**config.mk**
```make
export PLATFORM = sky130hd
export DESIGN_NAME = irq_handler
export DESIGN_NICKNAME = d
export VERILOG_FILES = /design/src/hdl/irq_arbiter.v /design/src/hdl/irq_handler.v
export VERILOG_INCLUDE_DIRS = /design/src /design/src/hdl
export SDC_FILE = /design/constraint.sdc
export NUM_CORES = 1
export LEC_CHECK = 0
export BUFFER_PORTS_ARGS = -buffer_cell sky130_fd_sc_hd__buf_2
export CAP_MARGIN = 20
export CORE_AREA = 8 8 126 128
export CTS_CLUSTER_SIZE = 24
export DETAILED_ROUTE_END_ITERATION = 16
export DIE_AREA = 0 0 134 136
export GPL_TIMING_DRIVEN = 1
export SYNTH_ARGS = -nofsm -noshare
export SYNTH_HDL_FRONTEND = slang
export SYNTH_SLANG_ARGS = --single-unit
```
**constraint.sdc**
```tcl
create_clock -name clock -period 2.8 [get_ports clock]
set_input_delay 0.14 -clock clock [delete_from_list [all_inputs] [get_ports clock]]
set_output_delay 0.14 -clock clock [all_outputs]
set_load 0.01 [all_outputs]
```
**src/hdl/irq_handler_regs.vh**
```
// Constants for the two-level vectored interrupt handler
`ifndef IRQ_HANDLER_REGS_VH
`define IRQ_HANDLER_REGS_VH
`define IRQ_NUM_SRC 19
`define IRQ_GLOBAL_BIT 7
`define IRQ_MAIN_SRC_COUNT 7
`define IRQ_EXTA_BASE 7
`define IRQ_EXTB_BASE 15
`define IRQ_EXTB_WIDTH 4
`define IRQ_SRC_EXT0 5'h00
`define IRQ_SRC_TMR0 5'h01
`define IRQ_SRC_EXT1 5'h02
`define IRQ_SRC_TMR1 5'h03
`define IRQ_SRC_PORT_MATCH 16
`define IRQ_VEC_BASE 16'h0003
`define IRQ_VEC_SHIFT 3
`define IRQ_RESET_VEC 16'h0000
`define IRQ_ENABLE_RESET 8'h00
`define IRQ_PRIO_RESET 8'h00
`define IRQ_NONE_ID 5'h1f
`define IRQ_PRIO_MAIN_RESET 7'h00
`define IRQ_EXTB_RESET 4'h0
`define IRQ_PEND_RESET 19'h00000
`define IRQ_VEC_PAD 11'h000
`define IRQ_PM_PAD 18'h00000
`define IRQ_MARK_RESET 2'b00
`endif

```
**src/hdl/irq_arbiter.v**
```verilog
// Two-level fixed-order arbiter over the gated request vector
`timescale 1ns/1ns
`include "irq_handler_regs.vh"
module irq_arbiter (
  input wire [18:0] request,
  input wire [18:0] priority_high,
  input wire block_low,
  input wire block_high,
  output reg found,
  output reg found_high,
  output reg [4:0] winner
);
  integer i;
  reg [18:0] high_req;
  reg [18:0] low_req;
  always @* begin
    high_req = request & priority_high & {19{~block_high}};
    low_req = request & ~priority_high & {19{~block_low}};
    found = 1'b0;
    found_high = 1'b0;
    winner = `IRQ_NONE_ID;
    // Highest index first so the lowest order number wins
    for (i = `IRQ_NUM_SRC - 1; i >= 0; i = i - 1) begin
      if (low_req[i]) begin
        found = 1'b1;
        winner = i[4:0];
      end
    end
    for (i = `IRQ_NUM_SRC - 1; i >= 0; i = i - 1) begin
      if (high_req[i]) begin
        found = 1'b1;
        found_high = 1'b1;
        winner = i[4:0];
      end
    end
  end
endmodule

```
**src/hdl/irq_handler.v**
```verilog
// Two-level vectored interrupt handler for the CPU core
// Function
// - Valid condition sets pending; enables gate request
// - Pending sets regardless; disabled sources ignored
// - Long call after current instruction completes
// - Still pending after return: request again
// - Pins and timers A/B cleared on vectoring
// - Global enable bit gates every source
// - Software set acts like hardware event
// - One enable bit per source
// - One priority bit per source, same position
// - Priorities reset to low
// - High preempts low; nothing preempts high
// - Higher level first, then lowest order
// - Sample and decode requests every clock
// - One instruction runs after return first; a request already armed is not held
// - Worst-case response nineteen cycles
// - Equal or higher running routine blocks
// - Vector is 0x0003 plus eight times order
// - Multi-flag sources request on any flag
`timescale 1ns/1ns
`include "irq_handler_regs.vh"
module irq_handler (
  input wire clock,
  input wire rst_n,
  input wire enable_write,
  input wire [7:0] enable_wdata,
  input wire priority_write,
  input wire [7:0] priority_wdata,
  input wire ext_a_enable_write,
  input wire [7:0] ext_a_enable_wdata,
  input wire ext_a_priority_write,
  input wire [7:0] ext_a_priority_wdata,
  input wire ext_b_enable_write,
  input wire [7:0] ext_b_enable_wdata,
  input wire ext_b_priority_write,
  input wire [7:0] ext_b_priority_wdata,
  input wire [18:0] source_event,
  input wire [18:0] soft_set,
  input wire [18:0] soft_clear,
  input wire port_match_live,
  input wire instr_boundary,
  input wire return_from_interrupt,
  input wire vector_ack,
  output wire [7:0] main_irq_enable_reg,
  output wire [7:0] main_irq_priority_reg,
  output wire [7:0] ext_irq_enable_reg_a,
  output wire [7:0] ext_irq_enable_reg_b,
  output wire [7:0] ext_irq_priority_reg_a,
  output wire [7:0] ext_irq_priority_reg_b,
  output wire [18:0] pending,
  output wire irq_request,
  output reg long_call,
  output reg [15:0] long_call_addr,
  output reg [4:0] serviced_source,
  output reg [1:0] in_service
);

  // ************************************************
  // Vector arithmetic
  // ************************************************
  function [15:0] vector_of;
    input [4:0] order;
    begin
      vector_of = `IRQ_VEC_BASE + ({`IRQ_VEC_PAD, order} << `IRQ_VEC_SHIFT);
    end
  endfunction

  // Sources whose flag hardware clears on vectoring
  function auto_clears;
    input [4:0] order;
    begin
      auto_clears = (order == `IRQ_SRC_EXT0) || (order == `IRQ_SRC_TMR0) ||
        (order == `IRQ_SRC_EXT1) || (order == `IRQ_SRC_TMR1);
    end
  endfunction

  // ************************************************
  // Enable and priority registers
  // ************************************************
  reg [7:0] enable_main;
  reg [6:0] prio_main;
  reg [7:0] enable_a;
  reg [7:0] prio_a;
  reg [3:0] enable_b;
  reg [3:0] prio_b;
  always @(posedge clock or negedge rst_n) begin
    if (!rst_n) begin
      enable_main <= `IRQ_ENABLE_RESET;
      prio_main <= `IRQ_PRIO_MAIN_RESET;
      enable_a <= `IRQ_ENABLE_RESET;
      prio_a <= `IRQ_PRIO_RESET;
      enable_b <= `IRQ_EXTB_RESET;
      prio_b <= `IRQ_EXTB_RESET;
    end else begin
      if (enable_write) begin
        enable_main <= enable_wdata;
      end
      if (priority_write) begin
        prio_main <= priority_wdata[6:0];
      end
      if (ext_a_enable_write) begin
        enable_a <= ext_a_enable_wdata;
      end
      if (ext_a_priority_write) begin
        prio_a <= ext_a_priority_wdata;
      end
      if (ext_b_enable_write) begin
        enable_b <= ext_b_enable_wdata[3:0];
      end
      if (ext_b_priority_write) begin
        prio_b <= ext_b_priority_wdata[3:0];
      end
    end
  end
  // Unused top bit of main priority reads as one
  assign main_irq_enable_reg = enable_main;
  assign main_irq_priority_reg = {1'b1, prio_main};
  assign ext_irq_enable_reg_a = enable_a;
  assign ext_irq_priority_reg_a = prio_a;
  assign ext_irq_enable_reg_b = {4'h0, enable_b};
  assign ext_irq_priority_reg_b = {4'h0, prio_b};

  wire global_irq_enable = enable_main[`IRQ_GLOBAL_BIT];
  wire [18:0] source_enable = {enable_b, enable_a, enable_main[6:0]};
  wire [18:0] source_high = {prio_b, prio_a, prio_main};

  // ************************************************
  // Pending flags
  // ************************************************
  // Source_event is the OR of each source's own flags
  reg [18:0] pend;
  reg [1:0] vec_state;
  wire found;
  wire found_high;
  wire [4:0] winner;
  wire take_vector;
  reg [18:0] hw_clear;
  integer k;
  // Clear the source actually vectored, not an older winner
  always @* begin
    hw_clear = `IRQ_PEND_RESET;
    for (k = 0; k < `IRQ_NUM_SRC; k = k + 1) begin
      if (take_vector && winner == k[4:0] && auto_clears(winner)) begin
        hw_clear[k] = 1'b1;
      end
    end
  end
  reg [18:0] next_pend;
  always @* begin
    // Set wins over any clear in the same cycle
    next_pend = (pend & ~soft_clear & ~hw_clear) | source_event | soft_set;
    next_pend[`IRQ_SRC_PORT_MATCH] = 1'b0;
  end
  always @(posedge clock or negedge rst_n) begin
    if (!rst_n) begin
      pend <= `IRQ_PEND_RESET;
    end else begin
      pend <= next_pend;
    end
  end
  wire [18:0] live_pend = pend | ({`IRQ_PM_PAD, port_match_live} << `IRQ_SRC_PORT_MATCH);
  assign pending = live_pend;

  // Disabled sources vanish from arbitration
  wire [18:0] gated = live_pend & source_enable & {19{global_irq_enable}};

  // ************************************************
  // Arbitration
  // ************************************************
  reg hold_after_return;
  irq_arbiter arbiter (
    .request(gated),
    .priority_high(source_high),
    .block_low(in_service[0] | in_service[1]),
    .block_high(in_service[1]),
    .found(found),
    .found_high(found_high),
    .winner(winner)
  );
  assign irq_request = found & ~hold_after_return;

  // ************************************************
  // Vectoring sequence
  // ************************************************
  localparam idle = 2'b00;
  localparam armed = 2'b01;
  localparam calling = 2'b10;
  reg [1:0] next_vec_state;
  // A request is taken only at an instruction boundary
  assign take_vector = (vec_state == armed) & instr_boundary & found;
  always @* begin
    case (vec_state)
      idle: begin
        if (irq_request) begin
          next_vec_state = armed;
        end else begin
          next_vec_state = idle;
        end
      end
      armed: begin
        if (!found) begin
          next_vec_state = idle;
        end else if (instr_boundary) begin
          next_vec_state = calling;
        end else begin
          next_vec_state = armed;
        end
      end
      calling: begin
        if (vector_ack) begin
          next_vec_state = idle;
        end else begin
          next_vec_state = calling;
        end
      end
      default: begin
        next_vec_state = idle;
      end
    endcase
  end
  always @(posedge clock or negedge rst_n) begin
    if (!rst_n) begin
      vec_state <= idle;
    end else begin
      vec_state <= next_vec_state;
    end
  end

  // ************************************************
  // Call request and vector
  // ************************************************
  // Winner is re-read at the boundary so a late higher request wins
  always @(posedge clock or negedge rst_n) begin
    if (!rst_n) begin
      long_call <= 1'b0;
      long_call_addr <= `IRQ_RESET_VEC;
      serviced_source <= `IRQ_NONE_ID;
    end else begin
      if (take_vector) begin
        long_call <= 1'b1;
        long_call_addr <= vector_of(winner);
        serviced_source <= winner;
      end else if (vector_ack) begin
        long_call <= 1'b0;
      end
    end
  end

  // ************************************************
  // In-service markers
  // ************************************************
  // Return ends the highest level in service
  always @(posedge clock or negedge rst_n) begin
    if (!rst_n) begin
      in_service <= `IRQ_MARK_RESET;
    end else begin
      if (return_from_interrupt) begin
        if (in_service[1]) begin
          in_service[1] <= 1'b0;
        end else begin
          in_service[0] <= 1'b0;
        end
      end
      if (take_vector) begin
        if (found_high) begin
          in_service[1] <= 1'b1;
        end else begin
          in_service[0] <= 1'b1;
        end
      end
    end
  end

  // ************************************************
  // Post-return hold
  // ************************************************
  // Holds off irq_request from a return until the next instruction boundary; take_vector ignores it
  always @(posedge clock or negedge rst_n) begin
    if (!rst_n) begin
      hold_after_return <= 1'b0;
    end else if (return_from_interrupt) begin
      hold_after_return <= 1'b1;
    end else if (instr_boundary) begin
      hold_after_return <= 1'b0;
    end
  end

endmodule

```
==> summary.md, run 1 <==
* area added between synthesis and finish: 38.5%
* slew at the pin with the worst max-slew slack: 0.940 ns
* peak fanout along the critical path: 19
* leading cell type in the layout, fill and taps excluded: buf_2
* Die X-Extent: 134 um
* vias post-DR: 3718
* Placer Congestion: 0.855
* net switching fraction of the power: 34.6%
* worst vdd ir: 0.248 mV
* number of antenna violations at the first check in global routing: 0
* Seq cells post-synth: 74
* count of buffers inserted at the top-level ports: 178
* final worst clock skew: 0.00528 ns
* H-tree levels: 3
* Inst Count DP: 751
* count of non-filler cells in the finished layout: 792
* maximum operating frequency: 0.378 GHz
* register containing the most flip-flops in the final layout: pend
* register-to-register path setup slack: 0.20 ns
* synthesis warning total: 0
* leading cell types in the layout, fill and taps excluded: buf_2 (177), dfrtp_1 (69), nor2_1 (41)
* number of distinct library cells after synthesis: 54
* placed wire-length estimate: 10.4 mm
* Placement Rows: 44
* global-route wire length before repair: 20.2 mm
* crit path setup slack, layout: 0.151 ns
* number of antenna repair diodes: 0
* fraction of layout cells with a size suffix above 1: 43.3%
* synthesized area: 4060 sq um
* number of nets at the end of the flow: 720
* placeable core region: 14000 sq um
* clock latency on the worst-skew pair: 0.34 ns
* Initial Util: 28.9%
* total power per unit cell area: 694 nW/um^2
* CP max stage delay: 0.43 ns
* share of synthesized area occupied by flip-flops and latches: 45.8%
* clock sink total: 74
* max-capacitance violation count: 0
* ports placed on the boundary: 209
* pin count of the biggest net entering global routing: 75
* type of the most critical hold path: in -> reg
* highest-delay cell along the critical path: dfrtp_1
* cell at the root of the clock tree: clkbuf_16
* DRC violation count after routing: 0
* number of buffers added by the clock tree synthesis step: 9
* setup tns final: 0 ns
* final critical-path share of the clock period: 94.6%
* Hold Vio Cnt, Final: 0
* path depth of the worst reg2reg path: 8
* worst path cell trace: or3b_1 > buf_4 > a21oi_1 > nor2_1 > nand3_1 > nor4_2 > nor2_1 > buf_2
* Seq pwr share: 35.9%
* Internal Power: 0.00255 W
* Logic pwr share: 36.1%
* data arrival time of the critical path: 2.51 ns
* Placement Setup Slack: 0.164 ns
* Crit path required time: 2.66 ns
* sum of overflow across all layers after global routing: 0
* cell count after synthesis: 398
* Iter 0 DRT Violations: 95
* aggregate global-route resource usage: 14.1%
* hold depth: 3
* Post-synth EDFFs: 0
* Crit Path Class: reg -> out
* clock power share: 28.0%
* critical path's top delay family: simple AND/OR/NAND/NOR gates
* Pwr Total: 0.00390 W
* RR Startpoint: in_service[1]$_DFF_PN0_
* first-pass iteration count of the detailed router: 4
* total die area: 18200 sq um
* Max Slew Vio Count: 0
* endpoint of the worst-slack reg-to-reg timing path: serviced_source[2]$_DFFE_PN1N_
* status: finished clean
* CTS tree: yes
* cell repeated most along the worst path: nor2_1
* share of async-settable or async-resettable flops after synthesis: 100%
* per-cell via count in the routed design: 4.69
* buffers from clock root to sink, at most: 2
* Vert. Die Dim: 136 um
* Post-Route WL: 12.9 mm
* fill cell instance count of the final layout: 1426
* P_sw: 0.00135 W
* hold-critical path endpoint: pend[8]$_DFF_PN0_
* sum of buffers and inverters on the critical path: 2
* worst relative slew slack: 37.3%
* WL/cell: 16.3 um
* setup violators final: 0
* clock transition time at the flip-flop clock pins of the worst setup and hold paths: 0.05 ns
* number of global-route vias before repair: 4016
* Synth Flop Type: dfrtp_1
* origin of the worst min-delay path: soft_set[8]
* count of nets left with antenna violations after detail routing: 0
* Lkg Pwr: 2.65 nW
* Avg Inst Size Synth: 10.2 sq um
* Critical Path End Type: primary output
* final critical delay including setup and external delays: 2.65 ns
* Largest register FFs: 18
* Worst Setup Start Kind: flip-flop
synthesized netlist by cell type (3+ instances only):
master / count / share of area (%)
clkbuf_1: 5 / 0.46
a21oi_2: 3 / 0.65
a211oi_1: 5 / 0.93
nand3b_1: 15 / 2.8
a21oi_1: 19 / 2.3
mux2_2: 39 / 11
dfrtp_1: 69 / 43
a21boi_0: 5 / 0.93
nor2_1: 41 / 3.8
or2_2: 6 / 0.93
o21ai_0: 20 / 2.5
dfstp_2: 5 / 3.2
nor3b_1: 3 / 0.56
nor3_1: 4 / 0.49
nand2b_1: 5 / 0.77
a31oi_1: 5 / 0.77
nor2b_1: 4 / 0.62
o211ai_1: 4 / 0.74
and2_1: 4 / 0.62
a21o_1: 12 / 2.2
buf_6: 3 / 0.83
buf_4: 23 / 4.3
o22ai_1: 4 / 0.62
inv_1: 20 / 1.9
a2111oi_0: 5 / 1.1
and3b_1: 4 / 0.86
o21a_1: 3 / 0.56
nand2_1: 11 / 1.0
nand3_1: 21 / 2.6
per-stage QoR:
step | hold WS [ns] | instance area [sq um] | utilization, %
after floorplan | -0.156 | 4120 | -
after global placement | 0.319 | 5070 | 36.1
after detailed placement | 0.325 | 5070 | 36.1
after CTS | 0.00163 | 5610 | 39.9
after global routing | 0.0138 | 5620 | 40.0
final | 0.0126 | 5620 | 40.0
worst max-delay path by stage:
stage | startpoint | slack, ns | end | depth (start not counted)
global placement | in_service[1]$_DFF_PN0_ | 0.25 | pend[2]$_DFF_PN0_ | 7
floorplan | main_irq_enable_reg[7]$_DFFE_PN0P_ | 0.58 | pend[3]$_DFF_PN0_ | 8
global route | in_service[1]$_DFF_PN0_ | -0.07 | irq_request | 8
finish | in_service[1]$_DFF_PN0_ | 0.15 | irq_request | 8
detailed placement | in_service[1]$_DFF_PN0_ | 0.16 | pend[2]$_DFF_PN0_ | 7
CTS | in_service[1]$_DFF_PN0_ | 0.07 | irq_request | 8
power by group through the flow:
| stage | Combinational [W] | Sequential (W) | Clock (W) |
|---|---|---|---|
| floorplan | 0.000859 | 0.00147 | 0 |
| global placement | 0.00136 | 0.00141 | 0 |
| detailed placement | 0.00138 | 0.00142 | 0 |
| CTS | 0.00141 | 0.00140 | 0.00113 |
| global route | 0.00155 | 0.00143 | 0.00118 |
| finish | 0.00141 | 0.00140 | 0.00109 |
final cells by class:
class	instances	area, sq um	share of cell area (%)
inverters	20	75.1	1.34
repair buffers	209	1200	21.4
multi-input cells	289	1970	35.1
clock inverters	2	10.0	0.178
well taps	184	230	4.10
clock buffers	14	274	4.88
flip-flops and latches	74	1860	33.1
per-layer routing:
layer | part of all wire (%) | track usage, % | wire length [um] | vias up
met5 | 0 | 0 | 0 | -
met4 | 1.7 | 4.93 | 225 | 0
met3 | 6.0 | 4.40 | 773 | 17
met2 | 53 | 25.8 | 6880 | 105
met1 | 39 | 14.9 | 5040 | 1783
li1 | - | - | - | 1813
repair_timing:
action                                  in CTS  in global routing
endpoints found under the hold margin       83                  0
hold buffers                                25                  0
resized for setup                            0                  2
buffers inserted                             0                  0
endpoints found under the setup margin       0                  2
worst min-delay path: cells and delay by family:
family / cells / cell delay [ns]
buf+inv: 1 / 0.07
simple gates: 1 / 0.03
compound gates: 1 / 0.07
kinds of logic after synthesis:
logic type             share of synthesized area [%]
AOI/OAI and AO/OA                               16.6
DFF                                             45.8
buffers and inverters                           7.40
muxes                                           10.8
and+or+nand+nor                                 19.2
other                                          0.185
Power figures use the tool's default switching activity.
==> inputs of run 2 (changes only) <==
--- a/config.mk
+++ b/config.mk
@@ -8,11 +8,14 @@
 export LEC_CHECK = 0
 export BUFFER_PORTS_ARGS = -buffer_cell sky130_fd_sc_hd__buf_2
 export CAP_MARGIN = 20
-export CORE_AREA = 8 8 126 128
+export CELL_PAD_IN_SITES_DETAIL_PLACEMENT = 1
+export CELL_PAD_IN_SITES_GLOBAL_PLACEMENT = 2
+export CORE_AREA = 8 8 134 136
 export CTS_CLUSTER_SIZE = 24
 export DETAILED_ROUTE_END_ITERATION = 16
-export DIE_AREA = 0 0 134 136
+export DIE_AREA = 0 0 142 144
 export GPL_TIMING_DRIVEN = 1
+export PLACE_DENSITY_LB_ADDON = 0.1
 export SYNTH_ARGS = -nofsm -noshare
 export SYNTH_HDL_FRONTEND = slang
 export SYNTH_SLANG_ARGS = --single-unit
==> run 2 against run 1 <==
- routed wire length rose by 11%
- combinational power rose by 5%
- critical path depth rose by 1
- worst hold slack improved by 0.0054 ns
- highest routed layer unchanged
- worst setup slack improved by 0.027 ns
- fmax rose by 1.0%
- critical path type unchanged
- clock power rose by 23%
- count of clock-buffer cells in the layout fell by 5
- sequential power barely moved
- core utilization fell by 3.8 points
- total power rose by 8.2%
- sequential share of layout area fell by 1.1 points
==> summary.md, run 2 (synthesis results as in run 1) <==
* WL/cell: 17.2 um, was 16.3 um
* hold-critical path endpoint: hold_after_return$_DFFE_PN0P_, was pend[8]$_DFF_PN0_
* clock latency on the worst-skew pair: 0.34 ns, about the same
* Post-Route WL: 14.3 mm, was 12.9 mm
* area added between synthesis and finish: 43.2%, was 38.5%
* number of nets at the end of the flow: 726, was 720
* worst vdd ir: 0.296 mV, was 0.248 mV
* setup tns final: 0 ns, unchanged
* type of the most critical hold path: in -> reg, unchanged
* maximum operating frequency: 0.381 GHz, was 0.378 GHz
* sum of overflow across all layers after global routing: 0, unchanged
* fraction of layout cells with a size suffix above 1: 43.8%, was 43.3%
* setup violators final: 0, unchanged
* hold depth: 2, was 3
* placed standard-cell area: 5130 sq um, was 5070 sq um
* Largest register FFs: 18, unchanged
* vias post-DR: 3745, was 3718
* Max Slew Vio Count: 0, unchanged
* register containing the most flip-flops in the final layout: pend, unchanged
* Vert. Die Dim: 144 um, was 136 um
* worst hold slack after final layout: 0.0180 ns, was 0.0126 ns
* data arrival time of the critical path: 2.48 ns, was 2.51 ns
* Finished Core Util: 36.2%, was 40.0%
* worst relative slew slack: 63.9%, was 37.3%
* aggregate global-route resource usage: 14.3%, was 14.1%
* number of antenna violations at the first check in global routing: 1, was 0
* peak fanout along the critical path: 26, was 19
* global-route wire length before repair: 22.7 mm, was 20.2 mm
* cell at the root of the clock tree: clkbuf_16, unchanged
* placeable core region: 16100 sq um, was 14000 sq um
* slew at the pin with the worst max-slew slack: 0.541 ns, was 0.940 ns
* Initial Util: 25.3%, was 28.9%
* number of buffers added by the clock tree synthesis step: 9, unchanged
* Critical Path End Type: primary output, unchanged
* leading cell type in the layout, fill and taps excluded: buf_2, unchanged
* final instance area: 5810 sq um, was 5620 sq um
* placed wire-length estimate: 11.6 mm, was 10.4 mm
* count of nets left with antenna violations after detail routing: 0, unchanged
* final worst clock skew: 0.00651 ns, was 0.00528 ns
* ports placed on the boundary: 209, unchanged
* unrepaired setup endpoints after global routing: true
* buffers from clock root to sink, at most: 2, unchanged
* path depth of the worst reg2reg path: 8, unchanged
* CTS tree: yes, unchanged
* final critical delay including setup and external delays: 2.62 ns, was 2.65 ns
* Crit path required time: 2.66 ns, about the same
* Hold Vio Cnt, Final: 0, unchanged
* Lkg Pwr: 2.70 nW, was 2.65 nW
* count of buffers inserted at the top-level ports: 178, unchanged
* per-cell via count in the routed design: 4.49, was 4.69
* Post-CTS Setup Bufs: 0, unchanged
* total power per unit cell area: 726 nW/um^2, was 694 nW/um^2
* Crit Path Class: reg -> out, unchanged
* RR Startpoint: in_service[1]$_DFF_PN0_, unchanged
* endpoint of the worst-slack reg-to-reg timing path: pend[3]$_DFF_PN0_, was serviced_source[2]$_DFFE_PN1N_
* register-to-register path setup slack: 0.21 ns, was 0.20 ns
* clock transition time at the flip-flop clock pins of the worst setup and hold paths: 0.06 ns, was 0.05 ns
* max-capacitance violation count: 0, unchanged
* number of global-route vias before repair: 4255, was 4016
* final critical-path share of the clock period: 93.6%, was 94.6%
* status: finished clean, unchanged
* H-tree levels: 3, unchanged
* Worst Setup Start Kind: flip-flop, unchanged
* leading cell types in the layout, fill and taps excluded: buf_2 (177), dfrtp_1 (69), nor2_1 (41), unchanged
* first-pass iteration count of the detailed router: 4, unchanged
* origin of the worst min-delay path: return_from_interrupt, was soft_set[8]
* Placer Congestion: 0.807, was 0.855
* Iter 0 DRT Violations: 101, was 95
* Die X-Extent: 142 um, was 134 um
* DRC violation count after routing: 0, unchanged
* clock sink total: 74, unchanged
* total die area: 20400 sq um, was 18200 sq um
* Placement Rows: 47, was 44
* pin count of the biggest net entering global routing: 75, unchanged
## run 2: cell count changes in the layout (fill, tap and decap cells not counted), moves of 2 or more
cell and delta:
clkinvlp_4 +3, bufinv_16 +3, clkbuf_8 -3, dlygate4sd3_1 +3, buf_4 +2, clkbuf_1 -2
## run 2: area by class of cell
class                      count  area (sq um)
antenna                        1          2.50
clock buffer                   9           225
clock inverter                 7           118
fill                        1866         10200
inverter                      20          75.1
multi-input combinational    289          1990
sequential                    74          1860
tap                          220           275
timing repair buffer         215          1270
## run 2: per-layer routing
layer  vias to the layer above  track usage, %  wire length, um
li1                       1826               -                -
met1                      1816            16.0             5870
met2                        94            25.3             7450
met3                         9            4.85              870
met4                         0            4.30              148
met5                         -               0                0
## run 2: where the power goes
part           internal [W]  switching [W]  total (W)
Clock              0.000869       0.000468    0.00134
Sequential          0.00126       0.000142    0.00140
Combinational      0.000645       0.000833    0.00148
## run 2: worst max path at each step
stage | to | slack [ns] | cells after the start | from
2_1_floorplan | pend[3]$_DFF_PN0_ | 0.58 | 8 | main_irq_enable_reg[7]$_DFFE_PN0P_
3_3_place_gp | in_service[0]$_DFF_PN0_ | 0.24 | 9 | in_service[1]$_DFF_PN0_
3_5_place_dp | in_service[0]$_DFF_PN0_ | 0.18 | 9 | in_service[1]$_DFF_PN0_
4_1_cts | irq_request | 0.08 | 9 | in_service[1]$_DFF_PN0_
5_1_grt | irq_request | -0.001 | 9 | in_service[1]$_DFF_PN0_
6_report | irq_request | 0.18 | 9 | in_service[1]$_DFF_PN0_
## run 2: timing repair
action,CTS,global route
resized for setup,1,5
gates cloned,0,0
hold buffers,27,1
endpoints found under the hold margin,14,30
setup endpoints to repair,1,7
## run 2: through the flow
stage	std cells	setup slack, ns	total power (W)
2_1_floorplan	414	0.584	0.00233
3_3_place_gp	789	0.245	0.00283
3_5_place_dp	789	0.182	0.00286
4_1_cts	832	0.0846	0.00426
5_1_grt	835	-0.00117	0.00451
6_report	835	0.178	0.00422
## run 2: critical path, cell delays in order (launching register included)
cell      delay [ns]
dfrtp_1         0.45
nand2b_1        0.19
buf_12          0.17
a21oi_1         0.06
buf_4           0.16
nor4_4          0.40
nand3_4         0.16
nor4_4          0.33
nor2_1          0.07
buf_2           0.14
